`src/hw/tmr8_pkg.sv`:
```
// Package for the 8-bit timer waveform-mode block.
// Assumes a single core clock; all users reference names with tmr8_pkg::.
package tmr8_pkg;
  // ----------------------------------------
  // Counter values and modes
  // ----------------------------------------
  localparam logic [7:0] CNT_BOTTOM = 8'h00;
  localparam logic [7:0] CNT_MAX = 8'hFF;
  localparam logic [2:0] WM_NORMAL = 3'h0;
  localparam logic [2:0] WM_PC_FF = 3'h1;
  localparam logic [2:0] WM_CTC = 3'h2;
  localparam logic [2:0] WM_FAST_FF = 3'h3;
  localparam logic [2:0] WM_PC_A = 3'h5;
  localparam logic [2:0] WM_FAST_A = 3'h7;
  localparam logic [1:0] OM_OFF = 2'h0;
  localparam logic [1:0] OM_TOGGLE = 2'h1;
  localparam logic [1:0] OM_CLEAR = 2'h2;
  localparam logic [1:0] OM_SET = 2'h3;
  // ----------------------------------------
  // Prescaler selections
  // ----------------------------------------
  localparam logic [2:0] CS_STOP = 3'h0;
  localparam logic [2:0] CS_DIV1 = 3'h1;
  localparam logic [2:0] CS_DIV8 = 3'h2;
  localparam logic [2:0] CS_DIV32 = 3'h3;
  localparam logic [2:0] CS_DIV64 = 3'h4;
  localparam logic [2:0] CS_DIV128 = 3'h5;
  localparam logic [2:0] CS_DIV256 = 3'h6;
  localparam logic [2:0] CS_DIV1024 = 3'h7;
  localparam logic [9:0] PRE_RESET = 10'h000;
  localparam logic [9:0] PRE_M8 = 10'h007;
  localparam logic [9:0] PRE_M32 = 10'h01F;
  localparam logic [9:0] PRE_M64 = 10'h03F;
  localparam logic [9:0] PRE_M128 = 10'h07F;
  localparam logic [9:0] PRE_M256 = 10'h0FF;
  localparam logic [9:0] PRE_M1024 = 10'h3FF;

  // Counter direction
  typedef enum logic [1:0] {
    TMR8_UP = 2'b01,
    TMR8_DOWN = 2'b10
  } tmr8_dir_e;

  // Software write strobes with data
  typedef struct packed {
    logic cnt_we;
    logic [7:0] cnt_wdata;
    logic cmp_a_we;
    logic [7:0] cmp_a_wdata;
    logic cmp_b_we;
    logic [7:0] cmp_b_wdata;
  } tmr8_wr_s;

  // Flag state
  typedef struct packed {
    logic overflow_flag;
    logic match_flag_a;
    logic match_flag_b;
  } tmr8_flags_s;

  // Flag clear strobes
  typedef struct packed {
    logic clr_overflow;
    logic clr_match_a;
    logic clr_match_b;
  } tmr8_fclr_s;
endpackage

```
`src/hw/tmr8_waveform.sv`:
```
// 8-bit timer/counter with two compare channels and four count sequences.
// Assumes software strobes come from logic on core_clk; direction bits are levels.
`timescale 1ns/1ns
`default_nettype none
module tmr8_waveform (
  // Clock, reset, enable
  input wire logic core_clk,
  input wire logic nrst,
  input wire logic clk_en,
  // Configuration
  input wire logic [2:0] wave_mode_sel,
  input wire logic [1:0] out_mode_sel_a,
  input wire logic [1:0] out_mode_sel_b,
  input wire logic [2:0] clk_sel,
  input wire logic prescale_reset,
  input wire logic dir_out_a,
  input wire logic dir_out_b,
  // Software access
  input wire tmr8_pkg::tmr8_wr_s wr,
  input wire tmr8_pkg::tmr8_fclr_s fclr,
  // Status
  output logic [7:0] count_value,
  output logic [7:0] compare_value_a,
  output logic [7:0] compare_value_b,
  output tmr8_pkg::tmr8_flags_s flags,
  // Pins
  output logic wave_out_a,
  output logic wave_out_b,
  output logic wave_oe_a,
  output logic wave_oe_b
);
  // ----------------------------------------
  // Helpers
  // ----------------------------------------
  function automatic logic is_fast(input logic [2:0] m);
    return (m == tmr8_pkg::WM_FAST_FF) || (m == tmr8_pkg::WM_FAST_A);
  endfunction

  function automatic logic is_pc(input logic [2:0] m);
    return (m == tmr8_pkg::WM_PC_FF) || (m == tmr8_pkg::WM_PC_A);
  endfunction

  // Next output level for one channel
  function automatic logic out_next(input logic cur, input logic [2:0] m,
                                    input logic [1:0] om, input logic match,
                                    input logic up, input logic at_bottom_fast,
                                    input logic pc_bottom_fix);
    logic r;
    r = cur;
    if (om == tmr8_pkg::OM_OFF) begin
      r = cur;
    end else if (is_pc(m)) begin
      if (om != tmr8_pkg::OM_TOGGLE) begin
        if (match) begin
          r = (om == tmr8_pkg::OM_CLEAR) ? !up : up;
        end else if (pc_bottom_fix) begin
          r = (om == tmr8_pkg::OM_SET);
        end
      end
    end else if (is_fast(m)) begin
      if (om == tmr8_pkg::OM_TOGGLE) begin
        if (match) begin
          r = !cur;
        end
      end else if (match) begin
        r = (om == tmr8_pkg::OM_SET);
      end else if (at_bottom_fast) begin
        r = (om == tmr8_pkg::OM_CLEAR);
      end
    end else if (match) begin
      case (om)
        tmr8_pkg::OM_TOGGLE: r = !cur;
        tmr8_pkg::OM_CLEAR: r = 1'b0;
        default: r = 1'b1;
      endcase
    end
    return r;
  endfunction

  // ----------------------------------------
  // Prescaler
  // ----------------------------------------
  logic [9:0] pre_cnt;
  logic [9:0] next_pre_cnt;
  logic tick;

  always_comb begin
    next_pre_cnt = pre_cnt + 10'h001;
    if (prescale_reset) begin
      next_pre_cnt = tmr8_pkg::PRE_RESET;
    end
    case (clk_sel)
      tmr8_pkg::CS_DIV1: tick = 1'b1;
      tmr8_pkg::CS_DIV8: tick = (pre_cnt & tmr8_pkg::PRE_M8) == tmr8_pkg::PRE_M8;
      tmr8_pkg::CS_DIV32: tick = (pre_cnt & tmr8_pkg::PRE_M32) == tmr8_pkg::PRE_M32;
      tmr8_pkg::CS_DIV64: tick = (pre_cnt & tmr8_pkg::PRE_M64) == tmr8_pkg::PRE_M64;
      tmr8_pkg::CS_DIV128: tick = (pre_cnt & tmr8_pkg::PRE_M128) == tmr8_pkg::PRE_M128;
      tmr8_pkg::CS_DIV256: tick = (pre_cnt & tmr8_pkg::PRE_M256) == tmr8_pkg::PRE_M256;
      tmr8_pkg::CS_DIV1024: tick = pre_cnt == tmr8_pkg::PRE_M1024;
      default: tick = 1'b0;
    endcase
    if (prescale_reset) begin
      tick = 1'b0;
    end
  end

  always_ff @(posedge core_clk or negedge nrst) begin
    if (!nrst) begin
      pre_cnt <= tmr8_pkg::PRE_RESET;
    end else if (clk_en) begin
      pre_cnt <= next_pre_cnt;
    end
  end

  // ----------------------------------------
  // Counter, compares, flags, outputs
  // ----------------------------------------
  tmr8_pkg::tmr8_dir_e dir;
  tmr8_pkg::tmr8_dir_e next_dir;
  logic [7:0] next_count;
  logic [7:0] buf_a;
  logic [7:0] buf_b;
  logic [7:0] next_buf_a;
  logic [7:0] next_buf_b;
  logic [7:0] next_cmp_a;
  logic [7:0] next_cmp_b;
  logic blk;
  logic next_blk;
  logic oc_a;
  logic oc_b;
  logic next_oc_a;
  logic next_oc_b;
  tmr8_pkg::tmr8_flags_s next_flags;
  logic [7:0] top;
  logic pwm;
  logic up;
  logic at_top;
  logic at_bottom;
  logic m_a;
  logic m_b;
  logic ovf_ev;
  logic load_buf;
  logic pc_fix_a;
  logic pc_fix_b;
  logic fast_bot;
  logic up_m;
  logic oc_a_seen;
  logic oc_b_seen;
  logic next_oc_a_seen;
  logic next_oc_b_seen;

  always_comb begin
    pwm = is_fast(wave_mode_sel) || is_pc(wave_mode_sel);
    top = tmr8_pkg::CNT_MAX;
    if (wave_mode_sel == tmr8_pkg::WM_FAST_A || wave_mode_sel == tmr8_pkg::WM_PC_A) begin
      top = compare_value_a;
    end
    up = (dir == tmr8_pkg::TMR8_UP);
    at_top = (count_value == top);
    at_bottom = (count_value == tmr8_pkg::CNT_BOTTOM);
    // Matches at the turning points count toward the coming slope
    up_m = up;
    if (is_pc(wave_mode_sel) && up && at_top) begin
      up_m = 1'b0;
    end else if (is_pc(wave_mode_sel) && !up && at_bottom) begin
      up_m = 1'b1;
    end
    m_a = tick && !blk && (count_value == compare_value_a);
    m_b = tick && !blk && (count_value == compare_value_b);
    next_count = count_value;
    next_dir = dir;
    ovf_ev = 1'b0;
    load_buf = 1'b0;
    fast_bot = 1'b0;
    pc_fix_a = 1'b0;
    pc_fix_b = 1'b0;
    if (tick) begin
      if (is_pc(wave_mode_sel)) begin
        if (up && at_top) begin
          next_dir = tmr8_pkg::TMR8_DOWN;
          next_count = count_value - 8'h01;
          load_buf = 1'b1;
        end else if (!up && at_bottom) begin
          next_dir = tmr8_pkg::TMR8_UP;
          next_count = count_value + 8'h01;
          ovf_ev = 1'b1;
          pc_fix_a = !oc_a_seen && (compare_value_a != top);
          pc_fix_b = !oc_b_seen && (compare_value_b != top);
        end else if (up) begin
          next_count = count_value + 8'h01;
        end else begin
          next_count = count_value - 8'h01;
        end
      end else begin
        next_dir = tmr8_pkg::TMR8_UP;
        if (is_fast(wave_mode_sel) && at_top) begin
          next_count = tmr8_pkg::CNT_BOTTOM;
          ovf_ev = 1'b1;
          load_buf = 1'b1;
          fast_bot = 1'b1;
        end else if (wave_mode_sel == tmr8_pkg::WM_CTC && m_a) begin
          next_count = tmr8_pkg::CNT_BOTTOM;
          ovf_ev = (count_value == tmr8_pkg::CNT_MAX);
        end else begin
          next_count = count_value + 8'h01;
          ovf_ev = (count_value == tmr8_pkg::CNT_MAX);
        end
      end
    end
    if (wr.cnt_we) begin
      next_count = wr.cnt_wdata;
    end
    next_blk = blk;
    if (wr.cnt_we) begin
      next_blk = 1'b1;
    end else if (tick) begin
      next_blk = 1'b0;
    end
    next_buf_a = wr.cmp_a_we ? wr.cmp_a_wdata : buf_a;
    next_buf_b = wr.cmp_b_we ? wr.cmp_b_wdata : buf_b;
    next_cmp_a = compare_value_a;
    next_cmp_b = compare_value_b;
    if (!pwm) begin
      next_cmp_a = next_buf_a;
      next_cmp_b = next_buf_b;
    end else if (load_buf) begin
      next_cmp_a = buf_a;
      next_cmp_b = buf_b;
    end
    next_oc_a = oc_a;
    next_oc_b = oc_b;
    if (tick) begin
      next_oc_a = out_next(oc_a, wave_mode_sel, out_mode_sel_a, m_a, up_m, fast_bot,
                           pc_fix_a);
      next_oc_b = out_next(oc_b, wave_mode_sel, out_mode_sel_b, m_b, up_m, fast_bot,
                           pc_fix_b);
    end
    // Set beats clear for every flag
    next_flags.overflow_flag = ovf_ev || (flags.overflow_flag && !fclr.clr_overflow);
    next_flags.match_flag_a = m_a || (flags.match_flag_a && !fclr.clr_match_a);
    next_flags.match_flag_b = m_b || (flags.match_flag_b && !fclr.clr_match_b);
  end

  // Up-count match seen since last bottom, per channel
  always_comb begin
    next_oc_a_seen = oc_a_seen;
    next_oc_b_seen = oc_b_seen;
    if (tick && !up && at_bottom) begin
      next_oc_a_seen = 1'b0;
      next_oc_b_seen = 1'b0;
    end else if (tick && up_m) begin
      next_oc_a_seen = oc_a_seen || m_a;
      next_oc_b_seen = oc_b_seen || m_b;
    end
  end

  always_ff @(posedge core_clk or negedge nrst) begin
    if (!nrst) begin
      count_value <= tmr8_pkg::CNT_BOTTOM;
      dir <= tmr8_pkg::TMR8_UP;
      buf_a <= tmr8_pkg::CNT_BOTTOM;
      buf_b <= tmr8_pkg::CNT_BOTTOM;
      compare_value_a <= tmr8_pkg::CNT_BOTTOM;
      compare_value_b <= tmr8_pkg::CNT_BOTTOM;
      blk <= 1'b0;
      oc_a <= 1'b0;
      oc_b <= 1'b0;
      oc_a_seen <= 1'b0;
      oc_b_seen <= 1'b0;
      flags <= '0;
    end else if (clk_en) begin
      count_value <= next_count;
      dir <= next_dir;
      buf_a <= next_buf_a;
      buf_b <= next_buf_b;
      compare_value_a <= next_cmp_a;
      compare_value_b <= next_cmp_b;
      blk <= next_blk;
      oc_a <= next_oc_a;
      oc_b <= next_oc_b;
      oc_a_seen <= next_oc_a_seen;
      oc_b_seen <= next_oc_b_seen;
      flags <= next_flags;
    end
  end

  // ----------------------------------------
  // Pin drive
  // ----------------------------------------
  assign wave_out_a = oc_a;
  assign wave_out_b = oc_b;
  assign wave_oe_a = dir_out_a;
  assign wave_oe_b = dir_out_b;
endmodule // tmr8_waveform
`default_nettype wire

```
`config.mk`:
```
export PLATFORM = sky130hd
export DESIGN_NAME = tmr8_waveform
export DESIGN_NICKNAME = d
export VERILOG_FILES = /design/src/hw/tmr8_pkg.sv /design/src/hw/tmr8_waveform.sv
export SDC_FILE = /design/constraint.sdc
export NUM_CORES = 1
export LEC_CHECK = 0
export BUFFER_PORTS_ARGS = -buffer_cell sky130_fd_sc_hd__buf_2
export CAP_MARGIN = 40
export CORE_MARGIN = 3
export CORE_UTILIZATION = 51
export DETAILED_ROUTE_END_ITERATION = 16
export PLACE_DENSITY = 0.79
export SYNTH_ARGS = -nofsm -noshare
export SYNTH_HDL_FRONTEND = slang
export SYNTH_SLANG_ARGS = --single-unit
```
`constraint.sdc`:
```
create_clock -name core_clk -period 2.7 [get_ports core_clk]
set_clock_uncertainty 0.1 [all_clocks]
set_input_delay 0.405 -clock core_clk [delete_from_list [all_inputs] [get_ports core_clk]]
set_output_delay 0.405 -clock core_clk [all_outputs]
set_load 0.01 [all_outputs]
```
### Word-level counts from Yosys, hierarchy flattened

Cells that the tools add are included.

* add/sub/neg operators: 3
* multiply operators: 0
* div/mod/pow operators: 0
* order comparisons: 0
* equal/unequal tests: 41
* shift-type cells: 0
* mux-type cells: 72
* bitwise gates (word level): 2
* reduce and logical (&&, ||, !) cells: 53

Operator list (count)
* $mux 8: 15
* $mux 1: 50
* $eq 8x8->1: 3
* $eq 3x3->1 const B: 7
* $logic_and 1x1->1: 19
* $eq 8x8->1 const B: 2
* $ne 8x8->1: 2
* $reduce_and 8->1: 2
* $ne 3x3->1 const B: 5
* $eq 3x2->1 const B: 4
* $reduce_bool 3->1: 4
* $add 10x1->10 const B: 1
* $eq 10x10->1 const B: 1
* $logic_not 1->1: 10
* $mux 10: 1
* $ne 2x1->1 const B: 5
* $logic_or 1x1->1: 9
* $add 8x1->8 const B: 1
* $eq 2x2->1 const B: 4
* $logic_not 8->1: 1
* $sub 8x1->8 const B: 1
* $eq 7x7->1 const B: 1
* $pmux 1 s7: 1
* $eq 2x1->1 const B: 3
* 10 further kinds: 19

* bits in registers: 60
* bits in latches: 0
* memory bits (writable): 0
* bits in read-only memories: 0
* bits of input ports: 46
* output and inout bits: 31
* word-level logic and storage cells: 186
* memories kept: 0

### Depth between registers and ports, before layout

Gate-level depths: netlist of the first run.

* depth in word-level cells: 13
* mapped depth: 11

### Worst setup path after synthesis of the first run

OpenSTA, ideal clock, no wires.

* path type: register to register
* start point: register compare_value_a[7]
* end point: register count_value[3]
* library setup time: 0.070 ns
* arrival: 2.769 ns
* path slack: -0.238 ns
* cell stages (with the launch flop): 10
* clock period less this slack: 2.938 ns
* cells stage by stage: dfrtp_1 buf_2 xor2_1 o32ai_1 a31oi_1 or4_4 a211o_1 or4_4 a2111oi_2 nand3b_1

* longest elaborated chain between the ends: 8
* elaborated cells between the ends (all ways): 13

Ends and longest elaborated chain
* start, declared: RTL line tmr8_waveform.sv:23 `output logic [7:0] compare_value_a,`
* start signal, assigned: RTL line tmr8_waveform.sv:263 `compare_value_a <= tmr8_pkg::CNT_BOTTOM;`
* start signal, assigned: RTL line tmr8_waveform.sv:276 `compare_value_a <= next_cmp_a;`
* $eq 8x8->1: RTL line tmr8_waveform.sv:168 `m_a = tick && !blk && (count_value == compare_value_a);`
* $logic_and 1x1->1: RTL line tmr8_waveform.sv:168
* $logic_and 1x1->1: RTL line tmr8_waveform.sv:201 `end else if (wave_mode_sel == tmr8_pkg::WM_CTC && m_a) begin`
* $mux 8: RTL line tmr8_waveform.sv:201
* $mux 8: RTL line tmr8_waveform.sv:196 `if (is_fast(wave_mode_sel) && at_top) begin`
* $mux 8 (*): RTL line tmr8_waveform.sv:178 `if (is_pc(wave_mode_sel)) begin`
* $mux 8 (*): RTL line tmr8_waveform.sv:177 `if (tick) begin`
* $mux 8 (*): RTL line tmr8_waveform.sv:210 `if (wr.cnt_we) begin`
* end signal, assigned: RTL line tmr8_waveform.sv:259 `count_value <= tmr8_pkg::CNT_BOTTOM;`
* end signal, assigned: RTL line tmr8_waveform.sv:272 `count_value <= next_count;`
* end, declared: RTL line tmr8_waveform.sv:22 `output logic [7:0] count_value,`

Every way passes the cells marked *; elsewhere a longest branch is shown, timed or not. The select of a mux whose other input is x is not followed.
A chain may end at the register's enable or synchronous reset.

### Worst setup path after layout of the first run

* start point: register count_value[6]
* end point: register count_value[3]

* longest elaborated chain between the ends: 8
* elaborated cells between the ends (all ways): 15

Ends and longest elaborated chain (RTL line)
* $eq 8x8->1: tmr8_waveform.sv:168
* $logic_and 1x1->1: tmr8_waveform.sv:168
* $logic_and 1x1->1: tmr8_waveform.sv:201
* $mux 8: tmr8_waveform.sv:201
* $mux 8: tmr8_waveform.sv:196
* $mux 8 (*): tmr8_waveform.sv:178
* $mux 8 (*): tmr8_waveform.sv:177
* $mux 8 (*): tmr8_waveform.sv:210

Marked as above.

==> results of run 1 <==
==> cell families after synthesis <==
family,synth area share (%)
simple gates,22.4
fa+ha+maj,1.56
compound gates,16.8
xor+xnor,5.89
buf+inv,5.57
mux,10.4
flops,37.4
==> path summary, 6_finish.rpt <==
check	from	endpoint	slack [ns]
hold / removal	wr[2]	buf_b[2]$_DFFE_PN0P_	0.20
setup / recovery	count_value[6]$_DFFE_PN0P_	count_value[3]$_DFFE_PN0P_	-0.14
hold reg to reg	oc_b_seen$_DFFE_PN0P_	oc_b_seen$_DFFE_PN0P_	0.40
setup reg to reg	count_value[6]$_DFFE_PN0P_	count_value[3]$_DFFE_PN0P_	-0.14
min in group asynchronous	nrst	pre_cnt[6]$_DFFE_PN0P_	0.47
max in group asynchronous	nrst	compare_value_a[5]$_DFFE_PN0P_	1.58
==> layer usage <==
layer / vias up / routed length (µm) / global-route usage (%)
li1: 1924 / - / -
met2: 197 / 6060 / 45.9
met4: 0 / 297 / 12.3
met3: 33 / 879 / 4.38
met5: - / 0 / 0
met1: 1991 / 4970 / 36.3
==> sequential cells by signal, summed over array words and instances (netlist names) <==
signal and count:
blk 1, buf_a 8, buf_b 8, compare_value_a 8, compare_value_b 8, count_value 8, dir 2, flags 3
oc_a_seen 1, oc_b_seen 1, pre_cnt 10, wave_out_a 1, wave_out_b 1
==> where the power goes <==
part	switching, mW	internal, mW
Clock	0.386	0.449
Combinational	0.533	0.501
Sequential	0.142	1.02
Total	1.06	1.97
==> layout make-up <==
type	count	area, µm²
Timing Repair Buffer	159	1030
Sequential cell	60	1510
Multi-Input combinational cell	345	2480
Fill cell	582	2050
Clock buffer	10	138
Clock inverter	6	63.8
Inverter	14	52.6
Tap cell	99	124
==> repair_timing <==
action,CTS,global route
pin swaps,10,6
hold buffers,1,0
cloned,0,0
endpoints found under the hold margin,20,0
endpoints found under the setup margin,8,26
gates resized for setup,18,22
setup buffers,5,3
==> critical path, stage by stage (launching register included) <==
cell       delay, ns
dfrtp_1         0.43
xor2_1          0.19
nor4_1          0.19
nor3_1          0.09
or4_4           0.55
a211o_4         0.36
or4_4           0.44
a2111oi_4       0.29
nand3b_1        0.15
==> per-stage QoR <==
stage          total power, mW  hold WS [ns]
6_report                  3.03         0.205
5_1_grt                   3.18         0.199
4_1_cts                   2.98         0.197
3_5_place_dp              2.11         0.314
3_3_place_gp              2.07         0.308
2_1_floorplan             1.66       0.00941
==> cells in the mapped netlist (3+ instances only) <==
library cell and number:
nor4_1 14, nor2_1 19, nand3b_1 9, buf_1 3
a31oi_1 5, a311oi_1 4, xnor2_1 3, nor3_1 13
nand3_1 15, mux2i_1 18, and3_1 11, a22o_1 7
nand2_1 51, clkbuf_1 19, o32ai_1 4, inv_1 14
nand2b_1 7, nor2b_1 8, mux2_2 21, xor2_1 24
buf_6 3, dfrtp_1 59, o21ai_0 41, or3_1 4
nand4_1 7, ha_1 5, a21oi_1 17, buf_2 7
==> reports/qor.csv, run 1 <==
metric,value,unit
hold_path.class,in2reg,
clkSinkCount,60,
die-area,8980,µm²
port_buffers,72,
relSlewSlack,67.4,%
status,finished with violations,
ioPinCount,77,
power_leakage,2.43,nW
drive_above_1_share,39.9,%
dp.cells,668,
synth-seq-cells,60,
tritoncts,built,
period_needed,2.84,ns
insertion_delay,0.34,ns
fin_util,72.5,%
grt_usage,27.9,%
setup_violations,5,
worst_slack,-0.141,ns
h-tree-depth,3,
drt_iter0_markers,282,
final_area,5400,µm²
diodes,0,
cap_violations,0,
antenna_found_initial,0,
area_growth,34.4,%
tightest_slew,0.490,ns
final_cell_mix,"84 x buf_4, 72 x buf_2, 52 x dfrtp_1",
powerDensity,560,nW/µm²
required,2.88,ns
place_area,4950,µm²
ys_seq_area_share,37.4,%
placementRows,31,
cts_buffer_depth,2,
coreArea,7450,µm²
dr.pass1.iters,5,
yosys_warnings,0,
die_y,94.8,µm
finalHoldViolCount,0,
grt_max_degree,40,
final_common_cell,buf_4,
die_w,94.8,µm
synth_area_per_cell,8.85,µm²
initial_core_util,53.9,%
crit_type,reg2reg,
synth_enable_flop_cells,0,
clock-root-buffer,clkbuf_8,
wl,12.2,mm
peakVddDrop,0.000405,V
rsz0062_at_grt,yes,
grt_first_pass_wirelength,19.7,mm
clkTransAtPathRegs,0.08,ns
netlist_area,4020,µm²
post-dp-hpwl,8.77,mm
worstSetupEndpointType,flip-flop,
avgRoutedWirePerCell,17.6,µm
syn_inst,454,
min_period_over_period,105,%
cp_max_fo,4,
synthArstFlopShare,100,%
drv_slew,0,
finalNonFillerCells,693,
synth_nets,505,
cts_buffers,9,
synth.area.top_cells,"dfrtp_1 37%, mux2_2 5.9%, xor2_1 5.2%, o21ai_0 5.1%, nand2_1 4.8%",
violations,setup timing,
postRouteAntennaNets,0,
cp.arrival,3.02,ns
grt_overflow,0,
nets,640,
yosysUniqueCellTypes,58,
grt_pass1_vias,4092,
drc,0,
gp_congestion,0.917,
ys.flop_type,dfrtp_1,
synth_top_area_cell,dfrtp_1,
fmax,0.352,GHz
cp-start-kind,flip-flop,
pre_cts_ws,-0.283,ns
rr_worst_depth,8,
via_per_inst,5.98,
num_vias,4145,
synth_top_area_share,36.7,%
finalSetupTns,-0.303,ns
holdPathStages,2,
Note: power is estimated with default switching activity, not from simulation.
==> run 2, diff against run 1 <==
==> config.mk (replaced) <==
export PLATFORM = sky130hd
export DESIGN_NAME = tmr8_waveform
export DESIGN_NICKNAME = d
export VERILOG_FILES = /design/src/hw/tmr8_pkg.sv /design/src/hw/tmr8_waveform.sv
export SDC_FILE = /design/constraint.sdc
export NUM_CORES = 1
export LEC_CHECK = 0
export CAP_MARGIN = 40
export CORE_MARGIN = 3
export CORE_UTILIZATION = 55
export DETAILED_ROUTE_END_ITERATION = 16
export DONT_BUFFER_PORTS = 1
export PLACE_DENSITY = 0.75
export SYNTH_ARGS = -nofsm -noshare
export SYNTH_HDL_FRONTEND = slang
export SYNTH_SLANG_ARGS = --single-unit
==> constraint.sdc (replaced) <==
create_clock -name core_clk -period 2.7 [get_ports core_clk]
set_clock_uncertainty 0.1 [all_clocks]
set_input_delay 0.405 -clock core_clk [delete_from_list [all_inputs] [get_ports core_clk]]
set_output_delay 0.405 -clock core_clk [all_outputs]
set_load 0.1 [all_outputs]
==> run 2 against run 1 <==
  * The flow still finishes with violations (setup timing)
  * Count of clock-buffer cells in the layout increased by 1
  * Cell area grew 0.19%
  * Combinational power is 44% higher
  * Flip-flop and latch count is the same
  * Fmax fell by 2.3%
  * Wire length fell by 1.2%
  * Sequential power is essentially flat
  * Worst setup slack got worse by 0.066 ns
  * Hold slack got worse by 0.17 ns
  * Core utilization up 5.4 points
  * Final cell count shrank 7.5%
  * Power grew 19%
  * Critical endpoint is now count_value[6]$_DFFE_PN0P_
==> reports/qor.csv, run 2 (same netlist as run 1, synthesis figures left out) <==
metric,value,unit
regArea,1540,µm²
p_sw,1.49,mW
wl_met1,4.95,mm
placementRows,30,
crit_type,reg2reg,
nets,591,
antenna_found_initial,0,
grt_max_degree,61,
grt_pass1_vias,3923,
n_fill_cell,496,
clock-root-buffer,clkbuf_8,
max_stage_delay,0.55,ns
p_int,2.11,mW
power_leakage,2.28,nW
tritoncts,built,
dr.pass1.iters,5,
multi_input_area,2570,µm²
die_w,91.5,µm
grt_usage,29.1,%
insertion_delay,0.34,ns
via_per_inst,6.09,
drive_above_1_share,37.8,%
power_frac_comb,41.1,%
peakVddDrop,0.000402,V
rr_worst_depth,9,
rr_endpoint,count_value[6]$_DFFE_PN0P_,
rsz0062_at_grt,yes,
num_vias,3902,
grt_overflow,0,
setup_violations,6,
worst_slack,-0.207,ns
h-tree-depth,3,
status,finished with violations,
clkSinkCount,60,
required,2.87,ns
final_cell_mix,"102 x buf_4, 50 x nand2_1, 43 x dfrtp_1",
area_growth,34.7,%
wl_met2,6.10,mm
largest_register,pre_cnt,
fmax,0.344,GHz
clkPwrFrac,26.5,%
postRouteAntennaNets,0,
cts_buffer_depth,2,
p_seq_share,32.4,%
holdPathStages,1,
clkTransAtPathRegs,0.08,ns
violations,setup timing,
avgRoutedWirePerCell,18.8,µm
cap_violations,0,
r2r_slack,-0.21,ns
cp-start-kind,flip-flop,
worstPathCellList,nand4bb_1 -> a21oi_2 -> nor3_1 -> or4_4 -> a211o_4 -> buf_6 -> mux2_2 -> or4_1 -> nand3_1,
min_to,pre_cnt[5]$_DFFE_PN0P_,
tightest_slew,0.913,ns
diodes,0,
final_common_cell,buf_4,
wl,12.1,mm
hold_path.class,in2reg,
top_layer,met4,
drv_slew,0,
r2r-start,count_value[2]$_DFFE_PN0P_,
relSlewSlack,39.1,%
power.total,3.60,mW
post-dp-hpwl,8.76,mm
powerDensity,665,nW/µm²
die-area,8370,µm²
swShare,41.4,%
min_period_over_period,108,%
cp.arrival,3.08,ns
gp_congestion,0.940,
largest_register_ffs,10,
port_buffers,0,
coreArea,6940,µm²
drt_iter0_markers,244,
finalHoldViolCount,0,
worstSetupEndpointType,flip-flop,
wl_met3,721,µm
initial_core_util,57.9,%
cts_buffers,9,
grt_first_pass_wirelength,19.3,mm
cp_slowest_cell,or4_4,
period_needed,2.91,ns
ioPinCount,77,
whs,0.0369,ns
min_from,prescale_reset,
cp_max_fo,7,
die_y,91.5,µm
drc,0,
-- run 2: timing repair --
item                                   4_1_cts  5_1_grt
gates cloned                                 0        0
endpoints found under the hold margin       60        0
buffers inserted                            10        2
gates resized for setup                     26       24
pin swaps                                   13       13
setup endpoints to repair                    9       26
hold buffers                                 2        0
-- run 2: per-stage QoR --
step / setup slack, ns / std cells / utilization (%) / area (µm²) / setup TNS (ns)
after floorplan: -0.480 / 454 / - / 4120 / -2.34
after CTS: -0.197 / 642 / 76.1 / 5290 / -0.871
after global placement: -0.195 / 613 / 69.1 / 4800 / -0.832
after global routing: -0.293 / 641 / 77.9 / 5410 / -1.46
after detailed placement: -0.241 / 614 / 69.5 / 4820 / -1.29
final: -0.207 / 641 / 77.9 / 5410 / -0.853
-- run 2: how the worst max path moves through the flow --
stage	start	endpoint	slack [ns]	cells after the start
2_1_floorplan	count_value[6]$_DFFE_PN0P_	count_value[3]$_DFFE_PN0P_	-0.48	9
3_3_place_gp	compare_value_a[7]$_DFFE_PN0P_	count_value[3]$_DFFE_PN0P_	-0.19	8
3_5_place_dp	compare_value_a[7]$_DFFE_PN0P_	count_value[3]$_DFFE_PN0P_	-0.24	8
4_1_cts	compare_value_a[5]$_DFFE_PN0P_	count_value[6]$_DFFE_PN0P_	-0.20	9
5_1_grt	compare_value_a[5]$_DFFE_PN0P_	count_value[6]$_DFFE_PN0P_	-0.29	9
6_report	count_value[2]$_DFFE_PN0P_	count_value[6]$_DFFE_PN0P_	-0.21	9
-- run 2: power groups by stage --
| stage | Clock [mW] | Combinational, mW | Sequential [mW] |
|---|---|---|---|
| after CTS | 0.961 | 1.42 | 1.16 |
| after floorplan | 0 | 0.522 | 1.61 |
| final | 0.953 | 1.48 | 1.17 |
| after detailed placement | 0 | 1.34 | 1.17 |
| after global routing | 0.997 | 1.56 | 1.18 |
| after global placement | 0 | 1.32 | 1.17 |
-- run 2: critical path: cells and delay by family, from the launching register on --
family,cells,cell delay [ns]
AOI/OAI and AO/OA,2,0.53
DFF,1,0.45
buffers and inverters,1,0.12
muxes,1,0.27
and+or+nand+nor,5,1.37
-- run 2: per-layer routing --
metal	vias to the layer above	GRT usage, %
met1	1907	35.9
met5	-	0
met2	133	49.7
met4	0	12.2
met3	27	5.55
li1	1835	-
-- run 2: area by class of cell --
cell class / count / area share (%)
Multi-Input combinational cell: 345 / 47.4
Sequential cell: 60 / 28.5
Timing Repair Buffer: 110 / 16.6
Clock buffer: 11 / 2.80
Tap cell: 96 / 2.22
Clock inverter: 5 / 1.50
Inverter: 14 / 0.971
==> run 3, diff against run 2 <==
--- a/config.mk
+++ b/config.mk
@@ -11,6 +11,7 @@
 export DETAILED_ROUTE_END_ITERATION = 16
 export DONT_BUFFER_PORTS = 1
 export PLACE_DENSITY = 0.75
+export REMOVE_ABC_BUFFERS = 1
 export SYNTH_ARGS = -nofsm -noshare
 export SYNTH_HDL_FRONTEND = slang
 export SYNTH_SLANG_ARGS = --single-unit
==> run 3 against run 2 <==
  * Critical path depth is 1 lower
  * Clock power is 18% lower
  * The flow still finishes with violations (setup timing)
  * Wire length is 5.0% lower
  * Global-route usage is 1.9 points lower
  * Die area stayed put
  * Final cell count is 2.0% lower
  * Core utilization is 4.2 points lower
  * Count of clock-buffer cells in the layout stayed put
  * Worst setup slack better by 0.090 ns
  * Sequential share of layout area is 0.86 points higher
  * Fmax is 3.2% higher
  * Sequential power hardly changed
==> reports/qor.csv, run 3 (same netlist as run 1, synthesis figures left out) <==
metric,value,unit
min_from,prescale_reset,
grt_first_pass_wirelength,18.3,mm
peakVddDrop,0.000369,V
regArea,1500,µm²
drc,0,
h-tree-depth,3,
area_growth,27.5,%
num_vias,3886,
drv_slew,0,
place_area,4680,µm²
port_buffers,0,
initial_core_util,57.9,%
gp_congestion,1.01,
final_cell_mix,"91 x buf_4, 58 x dfrtp_1, 50 x nand2_1",
n_fill_cell,481,
grt_max_degree,61,
die_w,91.5,µm
cp-start-kind,flip-flop,
grt_overflow,0,
cap_violations,0,
postRouteAntennaNets,0,
fin_util,73.7,%
ioPinCount,77,
rr_endpoint,count_value[3]$_DFFE_PN0P_,
pre_cts_ws,-0.339,ns
multi_input_area,2480,µm²
r2r_slack,-0.12,ns
drive_above_1_share,31.6,%
via_per_inst,6.19,
worstSetupEndpointType,flip-flop,
grt_pass1_vias,3771,
setup_violations,7,
fmax,0.355,GHz
relSlewSlack,40.5,%
r2r-start,count_value[2]$_DFFE_PN0P_,
drt_iter0_markers,277,
avgRoutedWirePerCell,18.2,µm
cts_buffers,9,
status,finished with violations,
crit_type,reg2reg,
cp_max_fo,7,
tritoncts,built,
die_y,91.5,µm
grt_usage,27.2,%
min_period_over_period,104,%
tightest_slew,0.893,ns
clock-root-buffer,clkbuf_8,
min_to,pre_cnt[7]$_DFFE_PN0P_,
clkSinkCount,60,
finalHoldViolCount,0,
largest_register,pre_cnt,
rr_worst_depth,8,
hold_path.class,in2reg,
insertion_delay,0.34,ns
holdPathStages,1,
rsz0062_at_grt,yes,
placementRows,30,
dr.pass1.iters,5,
wl,11.5,mm
required,2.87,ns
violations,setup timing,
post-dp-hpwl,8.22,mm
final_common_cell,buf_4,
antenna_found_initial,1,
cp.arrival,2.99,ns
powerDensity,650,nW/µm²
worst_slack,-0.116,ns
final_area,5120,µm²
period_needed,2.82,ns
nets,577,
power_leakage,2.17,nW
die-area,8370,µm²
largest_register_ffs,10,
coreArea,6940,µm²
cts_buffer_depth,2,
clkTransAtPathRegs,0.08,ns
[run 3: cell types whose count changed in the layout (fill, tap and decap cells not counted), moves of 3 or more]
cell     change
buf_6        -3
o21ai_1      -3
dfrtp_2      -7
a21oi_4      -3
o21ai_0      +4
buf_4       -11
dfrtp_4      -8
dfrtp_1     +15
[run 3: per-layer routing]
metal	track usage [%]	vias up	wire length (µm)
met2	45.7	157	5610
met1	33.2	1904	4670
li1	-	1797	-
met4	10.4	0	303
met3	7.29	28	869
met5	0	-	0
[run 3: layout make-up]
cell class,count,area share (%)
Multi-Input combinational cell,345,48.4
Sequential cell,60,29.4
Timing Repair Buffer,96,15.2
Clock buffer,11,2.57
Tap cell,96,2.35
Clock inverter,5,1.03
Inverter,14,1.03
Antenna cell,1,0.0489
[run 3: repair_timing]
| action | in CTS | in global routing |
|---|---|---|
| setup buffers | 2 | 2 |
| hold buffers | 2 | 0 |
| setup endpoints to repair | 9 | 21 |
| cloned | 0 | 0 |
| resized for setup | 13 | 25 |
| hold endpoints to repair | 60 | 0 |
| pin swaps | 3 | 2 |
[run 3: power breakdown]
group	internal [mW]	total, mW	leakage (nW)	switching, mW
logic	0.465	1.40	1.33	0.938
registers	1.01	1.15	0.745	0.133
clock network	0.422	0.780	0.0931	0.358
[run 3: critical path, cell delays in order, from the launching register on]
cell and delay, ns:
dfrtp_1 0.46, nand4bb_1 0.24, a21oi_1 0.15, nor3_1 0.07, or4_4 0.52, a211o_1 0.29, or4_4 0.45, a2111oi_4 0.33
nand3b_1 0.13
[run 3: how the worst max path moves through the flow]
stage | startpoint | end | depth (start not counted)
floorplan | count_value[2]$_DFFE_PN0P_ | compare_value_a[0]$_DFFE_PN0P_ | 7
global placement | count_value[2]$_DFFE_PN0P_ | wave_out_a$_DFFE_PN0P_ | 7
detailed placement | pre_cnt[0]$_DFFE_PN0P_ | wave_out_a$_DFFE_PN0P_ | 10
CTS | count_value[6]$_DFFE_PN0P_ | count_value[3]$_DFFE_PN0P_ | 8
global route | count_value[6]$_DFFE_PN0P_ | count_value[3]$_DFFE_PN0P_ | 8
finish | count_value[2]$_DFFE_PN0P_ | count_value[3]$_DFFE_PN0P_ | 8
[run 3: through the flow]
stage               power, mW  std cells  hold WS (ns)  setup TNS (ns)
global placement         2.41        604        0.0107          -0.359
finish                   3.33        628        0.0476          -0.350
floorplan                2.03        419       0.00941          -25.97
detailed placement       2.45        605        0.0110          -0.928
CTS                      3.27        625        0.0367          -0.381
global route             3.48        628        0.0316           -1.66
